$ cat config.mk
export PLATFORM = sky130hd
export DESIGN_NAME = scm_top
export DESIGN_NICKNAME = d
export VERILOG_FILES = /design/src/inc/scm_pkg.sv /design/src/inc/scm_div_if.sv /design/src/rtl/scm_fixed_div.sv /design/src/rtl/scm_top.sv
export SDC_FILE = /design/constraint.sdc
export NUM_CORES = 1
export LEC_CHECK = 0
export BUFFER_PORTS_ARGS = -buffer_cell sky130_fd_sc_hd__buf_2
export CAP_MARGIN = 10
export CORE_ASPECT_RATIO = 0.6
export CORE_UTILIZATION = 30
export CTS_BUF_LIST = sky130_fd_sc_hd__clkbuf_4
export DETAILED_ROUTE_END_ITERATION = 10
export GPL_TIMING_DRIVEN = 0
export SLEW_MARGIN = 40
export SYNTH_ARGS = -nofsm -noshare
export SYNTH_HDL_FRONTEND = slang
export SYNTH_SLANG_ARGS = --single-unit
$ cat constraint.sdc
create_clock -name system_clock_i -period 3.9 [get_ports system_clock_i]
set_input_delay 0.78 -clock system_clock_i [delete_from_list [all_inputs] [get_ports system_clock_i]]
set_output_delay 0.78 -clock system_clock_i [all_outputs]
set_load 0.005 [all_outputs]
$ cat src/inc/scm_pkg.sv
// constants and types for the system clock and mode select block
package scm_pkg;
	localparam int            DIV_FIXED       = 5;
	localparam int            SET_W           = 9;
	localparam int            ND_W            = 5;
	localparam int            WR_W            = 4;
	localparam int            QTR_W           = 2;
	localparam logic [8:0]    SET_RESET       = 9'h10b;
	localparam logic [8:0]    STRAP_INV_MASK  = 9'h174;
	localparam logic [3:0]    WR_FIELD_RESET  = 4'h9;
	localparam logic [2:0]    MODE_EXT_SCAN   = 3'h3;
	localparam logic [2:0]    MODE_PLL_SCAN   = 3'h4;
	localparam logic [2:0]    MODE_PLL_DEBUG  = 3'h6;
	localparam logic [2:0]    MODE_EXT_DEBUG  = 3'h7;
	localparam int            ND_LSB          = 0;
	localparam int            FS_LSB          = 5;
	localparam int            IS_LSB          = 7;

	typedef enum logic [2:0]
	{
		SCM_EXT_SCAN,
		SCM_PLL_SCAN,
		SCM_PLL_DEBUG,
		SCM_EXT_DEBUG,
		SCM_RESERVED
	} scm_mode_t;
endpackage

$ cat src/inc/scm_div_if.sv
// carrier between the top and the fixed divider
`timescale 1ns/1ps
`default_nettype none
interface scm_div_if;
	logic run;
	logic tick;

	modport ctrl
	(
		output run,
		input  tick
	);
	modport div
	(
		input  run,
		output tick
	);
endinterface
`default_nettype wire

$ cat src/rtl/scm_fixed_div.sv
// divide-by-n enable generator for the fixed divided clock
`timescale 1ns/1ps
`default_nettype none
module scm_fixed_div
#(
	parameter int DIV = scm_pkg::DIV_FIXED
)
(
	// clock and reset
	input  wire logic system_clock_i,
	input  wire logic sys_rst_i,
	// control
	scm_div_if.div    dif
);
	localparam int CW = $clog2(DIV);

	initial
	begin
		if (DIV < 2)
			$error("scm_fixed_div: DIV must be at least 2");
	end

	logic [CW-1:0] cnt_q;
	logic          tick_q;

	always_ff @(posedge system_clock_i)
	begin
		if (sys_rst_i || !dif.run)
		begin
			cnt_q  <= '0;
			tick_q <= 1'b0;
		end
		else if (cnt_q == CW'(DIV - 1))
		begin
			cnt_q  <= '0;
			tick_q <= 1'b1;
		end
		else
		begin
			cnt_q  <= cnt_q + 1'b1;
			tick_q <= 1'b0;
		end
	end

	assign dif.tick = tick_q;
endmodule
`default_nettype wire

$ cat src/rtl/scm_top.sv
// clock generation and chip mode select
// Behaviour
// - decode straps: 011, 100, 110 modes
// - strap 111: oscillator, debugger tap
// - oscillator mode: bus clock equals input
// - oscillator mode: fixed clock is input/5
// - pll mode: bus clock in quarter steps
// - pll mode: fixed clock always crystal/5
// - bus clock pin only when disable 0
// - fixed clock for refresh, selectable timers
// - sample nine low address lines at boot
// - invert address bits 8,6,5,4,2 on capture
// - low chip reset forces full reset
// - boundary scan modes give jtag pin control
// - after boot, settings only changed via multiplier write
// - settings loaded from straps at boot
`timescale 1ns/1ps
`default_nettype none
module scm_top
#(
	parameter int ND_W = scm_pkg::ND_W
)
(
	// clock and reset
	input  wire logic                     system_clock_i,
	input  wire logic                     sys_rst_i,
	input  wire logic                     system_reset_n_i,
	// mode straps
	input  wire logic                     pll_test_strap_i,
	input  wire logic                     selftest_strap_i,
	input  wire logic                     scan_strap_i,
	// boot straps on the address lines
	input  wire logic [scm_pkg::SET_W-1:0] addr_strap_i,
	// control
	input  wire logic                     bus_clock_pin_disable_i,
	input  wire logic                     timer_fixed_sel_i,
	input  wire logic                     pll_ctrl_wr_i,
	input  wire logic [scm_pkg::WR_W-1:0] pll_multiplier_write_field_i,
	// clock enables
	output logic                          bus_clk_en_o,
	output logic [scm_pkg::QTR_W+ND_W-1:0] bus_ticks_o,
	output logic                          bus_clk_pin_o,
	output logic                          bus_clk_pin_oe_o,
	output logic                          fixed_divided_clock_o,
	output logic                          refresh_tick_o,
	output logic                          timer_tick_o,
	// mode and status
	output logic                          use_pll_o,
	output logic                          debug_tap_sel_o,
	output logic                          boundary_scan_en_o,
	output logic                          mode_reserved_o,
	output logic [scm_pkg::SET_W-1:0]     pll_settings_o,
	output logic [scm_pkg::WR_W-1:0]      pll_multiplier_write_field_o
);
	localparam int TW = scm_pkg::QTR_W + ND_W;
	// largest tick count: full multiplier plus the biggest remainder
	localparam int TICK_MAX = ((1 << scm_pkg::QTR_W) - 1 + (1 << ND_W)) >> scm_pkg::QTR_W;

	initial
	begin
		if (ND_W != scm_pkg::ND_W)
			$error("scm_top: ND_W must match the settings layout");
		if (scm_pkg::FS_LSB != scm_pkg::ND_LSB + ND_W)
			$error("scm_top: divider field must sit right above the multiplier");
		if (scm_pkg::IS_LSB != scm_pkg::FS_LSB + 2)
			$error("scm_top: pump field must sit right above the divider field");
		if (scm_pkg::SET_W != scm_pkg::IS_LSB + 2)
			$error("scm_top: settings width does not match its fields");
		if (scm_pkg::WR_W > ND_W)
			$error("scm_top: write field wider than the multiplier");
		if (scm_pkg::QTR_W != 2)
			$error("scm_top: bus clock steps are quarters of the crystal");
		if (TICK_MAX >= (1 << TW))
			$error("scm_top: tick count does not fit");
		if (scm_pkg::DIV_FIXED < 2)
			$error("scm_top: fixed divider must divide by at least 2");
	end

	logic                      rst;
	logic                      booted_q;
	logic                      wr_take;
	logic [scm_pkg::SET_W-1:0] strap_cap;
	logic [scm_pkg::SET_W-1:0] set_q;
	logic [ND_W-1:0]           nd_cur;
	logic [scm_pkg::WR_W-1:0]  wr_field_q;
	logic [scm_pkg::QTR_W-1:0] frac_q;
	logic [scm_pkg::QTR_W-1:0] frac_d;
	logic [TW-1:0]             acc;
	logic [TW-1:0]             bus_ticks_d;
	scm_pkg::scm_mode_t        mode_d;
	logic                      pll_mode;
	scm_div_if                 dif();

	assign rst = sys_rst_i || !system_reset_n_i;

	// writes are refused until the boot capture has happened
	assign wr_take = booted_q && pll_ctrl_wr_i;

	// boot straps with the inverted positions flipped
	for (genvar i = 0; i < scm_pkg::SET_W; i++)
	begin : g_strap
		assign strap_cap[i] = scm_pkg::STRAP_INV_MASK[i] ? !addr_strap_i[i] : addr_strap_i[i];
	end

	always_comb
	begin
		case ({pll_test_strap_i, selftest_strap_i, scan_strap_i})
			scm_pkg::MODE_EXT_SCAN:  mode_d = scm_pkg::SCM_EXT_SCAN;
			scm_pkg::MODE_PLL_SCAN:  mode_d = scm_pkg::SCM_PLL_SCAN;
			scm_pkg::MODE_PLL_DEBUG: mode_d = scm_pkg::SCM_PLL_DEBUG;
			scm_pkg::MODE_EXT_DEBUG: mode_d = scm_pkg::SCM_EXT_DEBUG;
			default:                 mode_d = scm_pkg::SCM_RESERVED;
		endcase
	end

	// what each strap mode turns on
	always_comb
	begin
		pll_mode           = 1'b0;
		debug_tap_sel_o    = 1'b0;
		boundary_scan_en_o = 1'b0;
		mode_reserved_o    = 1'b0;
		case (mode_d)
			scm_pkg::SCM_EXT_SCAN:
				boundary_scan_en_o = 1'b1;
			scm_pkg::SCM_PLL_SCAN:
			begin
				pll_mode           = 1'b1;
				boundary_scan_en_o = 1'b1;
			end
			scm_pkg::SCM_PLL_DEBUG:
			begin
				pll_mode        = 1'b1;
				debug_tap_sel_o = 1'b1;
			end
			scm_pkg::SCM_EXT_DEBUG:
				debug_tap_sel_o = 1'b1;
			default:
				mode_reserved_o = 1'b1;
		endcase
	end

	assign use_pll_o = pll_mode;

	// boot capture of the address straps, one cycle after release
	always_ff @(posedge system_clock_i)
	begin
		if (rst)
			booted_q <= 1'b0;
		else
			booted_q <= 1'b1;
	end

	always_ff @(posedge system_clock_i)
	begin
		if (rst)
			set_q <= scm_pkg::SET_RESET;
		else if (!booted_q)
			set_q <= strap_cap;
		else if (wr_take)
			set_q[scm_pkg::ND_LSB +: ND_W] <= ND_W'(pll_multiplier_write_field_i);
	end

	always_ff @(posedge system_clock_i)
	begin
		if (rst)
			wr_field_q <= scm_pkg::WR_FIELD_RESET;
		else if (wr_take)
			wr_field_q <= pll_multiplier_write_field_i;
	end

	assign pll_settings_o               = set_q;
	assign pll_multiplier_write_field_o = wr_field_q;

	// quarter-step rate: ticks per crystal cycle = (frac + nd + 1) / 4
	assign nd_cur = set_q[scm_pkg::ND_LSB +: ND_W];
	assign acc    = TW'(frac_q) + TW'(nd_cur) + TW'(1);

	// next tick count and quarter remainder
	always_comb
	begin
		frac_d      = '0;
		bus_ticks_d = TW'(1);
		if (pll_mode)
		begin
			frac_d      = acc[scm_pkg::QTR_W-1:0];
			bus_ticks_d = acc >> scm_pkg::QTR_W;
		end
	end

	always_ff @(posedge system_clock_i)
	begin
		if (rst || !pll_mode)
			frac_q <= '0;
		else
			frac_q <= frac_d;
	end

	always_ff @(posedge system_clock_i)
	begin
		if (rst)
			bus_ticks_o <= '0;
		else
			bus_ticks_o <= bus_ticks_d;
	end

	assign bus_clk_en_o     = (bus_ticks_o != '0);
	assign bus_clk_pin_oe_o = !bus_clock_pin_disable_i;
	assign bus_clk_pin_o    = bus_clk_en_o && !bus_clock_pin_disable_i;

	// fixed divided clock runs from the crystal in every mode
	assign dif.run = booted_q;

	scm_fixed_div #(.DIV(scm_pkg::DIV_FIXED)) u_div
	(
		.system_clock_i (system_clock_i),
		.sys_rst_i (rst),
		.dif       (dif.div)
	);

	assign fixed_divided_clock_o = dif.tick;
	assign refresh_tick_o        = dif.tick;
	assign timer_tick_o          = timer_fixed_sel_i ? dif.tick : bus_clk_en_o;
endmodule
`default_nettype wire

==> flow_summary_export.csv <==
group,metric,value,unit
logic_synthesis,synth_mux_area_share,11.9,%
clocking,cts.clk_slew.worst_paths,0.12,ns
timing,max-slew-margin-rel,66.6,%
global_route,gr-usage-all-layers,13.2,%
clocking,numCtsBuffers,3,
placement,placed_area,1360,um2
outcome,outcome,"finished clean",
timing,skew,0.00373,ns
clocking,post-cts-setup-buffers,0,
global_route,grt-ovfl-total,0,
drt,drt-pass1-iter-count,4,
timing,setup_tns,0,ns
layout,areaGrowthSynthToFinish,30.2,%
drt,drt_iter0_drc,30,
logic_synthesis,synth_fa_ha_area_share,6.58,%
logic_synthesis,yosys.area.top_type_share,45.1,%
logic_synthesis,syn_inst,118,
timing,period_minus_slack,2.33,ns
timing,worst_pin_slew,0.502,ns
critical_path,cpPeakStageDelay,0.53,ns
drt,wl_per_cell,11.0,um
logic_synthesis,synth_xor_area_share,1.65,%
layout,diodes,0,
critical_path,path_cells,"or4_4 > mux2_2 > buf_2",
die,core-area,3320,um2
die,die_y,48.1,um
critical_path,cp.arrival,1.55,ns
layout,final_nets,199,
clocking,cts_tree,"yes",
logic_synthesis,synth_area,1060,um2
placement,place_hpwl,1930,um
logic_synthesis,synthSimpleGateAreaFrac,20.6,%
drt,drt.antenna.violating_nets,0,
drt,drt_wl_total,2360,um
timing,hold_violations,0,
logic_synthesis,synth-seq-area-share,45.1,%
critical_path,cp_slowest_cell,"or4_4",
critical_path,crit_type,"reg2out",
placement,port_buffers,47,
logic_synthesis,synth-compound-area-share,5.41,%
critical_path,path_delay_family,"simple AND/OR/NAND/NOR gates",
critical_path,start_kind,"flop",
logic_synthesis,synth-edff-count,0,
clocking,cts_resized,0,
die,ioPinCount,52,
logic_synthesis,post_synth_num_cell_types,28,
layout,fillers,350,
global_route,grt_pass1_vias,885,
logic_synthesis,synth_top_family_by_area,"simple AND/OR/NAND/NOR gates",
power,max-vdd-ir-drop,153,uV
clocking,hold_buffers,0,
power,power_density,307,nW/um2
timing,max_freq,429,MHz
timing,holdWs,0.459,ns
logic_synthesis,synth_ff_type,"dfxtp_1",
logic_synthesis,postSynthAreaPerCell,9.02,um2
drt,vias_per_cell,4.57,
drt,drc,0,
timing,drv_slew,0,
logic_synthesis,yosysWarnings,0,
global_route,grt_pass1_wl,3710,um
die,die_area,3800,um2
timing,rsz0062_at_grt,"no",
clocking,clock-sinks,24,
logic_synthesis,async_reset_ff_share,0,%
layout,final_cell_area,1390,um2
critical_path,cp_max_fo,3,
logic_synthesis,synth_top_area_cell,"dfxtp_1",
die,row_count,16,
clocking,htree_levels,1,
die,initial_core_util,32.0,%
hold_path,hold_class,"reg2reg",
clocking,clock-root-buffer,"clkbuf_4",
logic_synthesis,ys_ff_latch,24,
clocking,worstSkewPairLatency,0.31,ns
drt,vias,983,
power,p_leak,0.675,nW
logic_synthesis,yosys-top-cells-area,"dfxtp_1 (45%), mux2i_1 (6.6%), mux2_2 (5.3%)",
clocking,clockBufferDepth,2,
global_route,grt_max_degree,13,
critical_path,crit_required,3.12,ns
global_route,antenna_found_initial,0,
placement,place_congestion,0.691,
die,die_width,78.9,um
critical_path,critPathBufInv,1,
job,max_cap_viol_count,0,
timing,period_share,59.8,%
timing,setup_viol,0,
critical_path,end_kind,"primary output",
power,p_total,0.000426,W
layout,drive_above_1_share,38.2,%
cell usage after synthesis, types with 2 or more instances:
master / count
a21oi_1: 7
mux2_2: 5
ha_1: 4
dfxtp_1: 24
buf_2: 3
nor2_1: 15
buf_4: 5
clkbuf_1: 2
inv_1: 8
mux2i_1: 7
nand2_1: 13
nor2b_1: 2
nand3_1: 8
stage by stage:
| stage | worst slack [ns] | instances | utilization [%] |
|---|---|---|---|
| floorplan | 1.81 | 120 | - |
| global placement | 1.65 | 212 | 41.0 |
| detailed placement | 1.62 | 212 | 41.0 |
| CTS | 1.56 | 215 | 41.7 |
| global route | 1.47 | 215 | 41.7 |
| finish | 1.57 | 215 | 41.7 |
cell usage in the layout, fill, tap and decap left out, drive strengths merged:
cell type  synthesis  final
fa                 1      1
nand2b             1      1
mux2               5      5
nand3              8      8
xor2               1      1
clkbuf             2      5
conb               1      3
xnor2              1      1
o21ai              1      1
nor2b              2      2
o22a               1      1
a21oi              7      7
nand2             13     13
nor2              15     15
and4               1      1
and2               2      2
o2111ai            1      1
dfxtp             24     24
ha                 4      4
inv                8      8
nor3b              1      1
and3               1      1
or4                1      1
nand3b             1      1
buf                8     55
mux2i              7      7
per-layer routing:
metal,vias up,wire (um),GRT usage (%)
met1,453,1100,15.4
met3,2,169,4.86
met4,0,6,2.18
met2,38,1090,24.7
li1,490,-,-
met5,-,0,0
worst paths after layout:
kind,start,to,slack (ns),cells past startpoint
worst max-delay path,bus_ticks_o[1],timer_tick_o,1.57,3
worst min register to register,pll_multiplier_write_field_o[2],pll_multiplier_write_field_o[2],0.46,2
worst min-delay path,pll_multiplier_write_field_o[2],pll_multiplier_write_field_o[2],0.46,2
worst max register to register,pll_settings_o[0],bus_ticks_o[2],2.45,7
final cells by class:
type	count	area, um2	area share (%)
repair buffers	47	235	17.0
plain buffers	10	60.1	4.33
flip-flops and latches	24	480	34.7
multi-input cells	78	502	36.2
inverters	8	30.0	2.17
clock buffers	3	22.5	1.62
well taps	45	56.3	4.06
logic make-up after synthesis:
kind of cell	count (synthesis)
fa+ha+maj	5
compound gates	10
simple gates	46
xor+xnor	2
mux	12
buf+inv	18
other cells	1
flops	24
worst register-to-register path, cell delays in order (launching register included):
cell and delay, ns:
dfxtp_1 0.36, inv_1 0.06, ha_1 0.16, inv_1 0.05, fa_1 0.40, nand3_1 0.12, xor2_1 0.15, nor2_1 0.05
sequential cells by signal, indices dropped and copies added (netlist names):
register / count
u_div.dif.tick: 1
pll_settings_o: 9
booted_q: 1
bus_ticks_o: 4
frac_q: 2
pll_multiplier_write_field_o: 4
u_div.cnt_q: 3
report_power, final:
| part | switching, W | internal, W | total (W) |
|---|---|---|---|
| Sequential | 0.00000535 | 0.000252 | 0.000257 |
| Combinational | 0.0000310 | 0.0000344 | 0.0000653 |
| Clock | 0.0000672 | 0.0000361 | 0.000103 |
| Total | 0.000104 | 0.000322 | 0.000426 |
(Power assumes the default switching activity.)
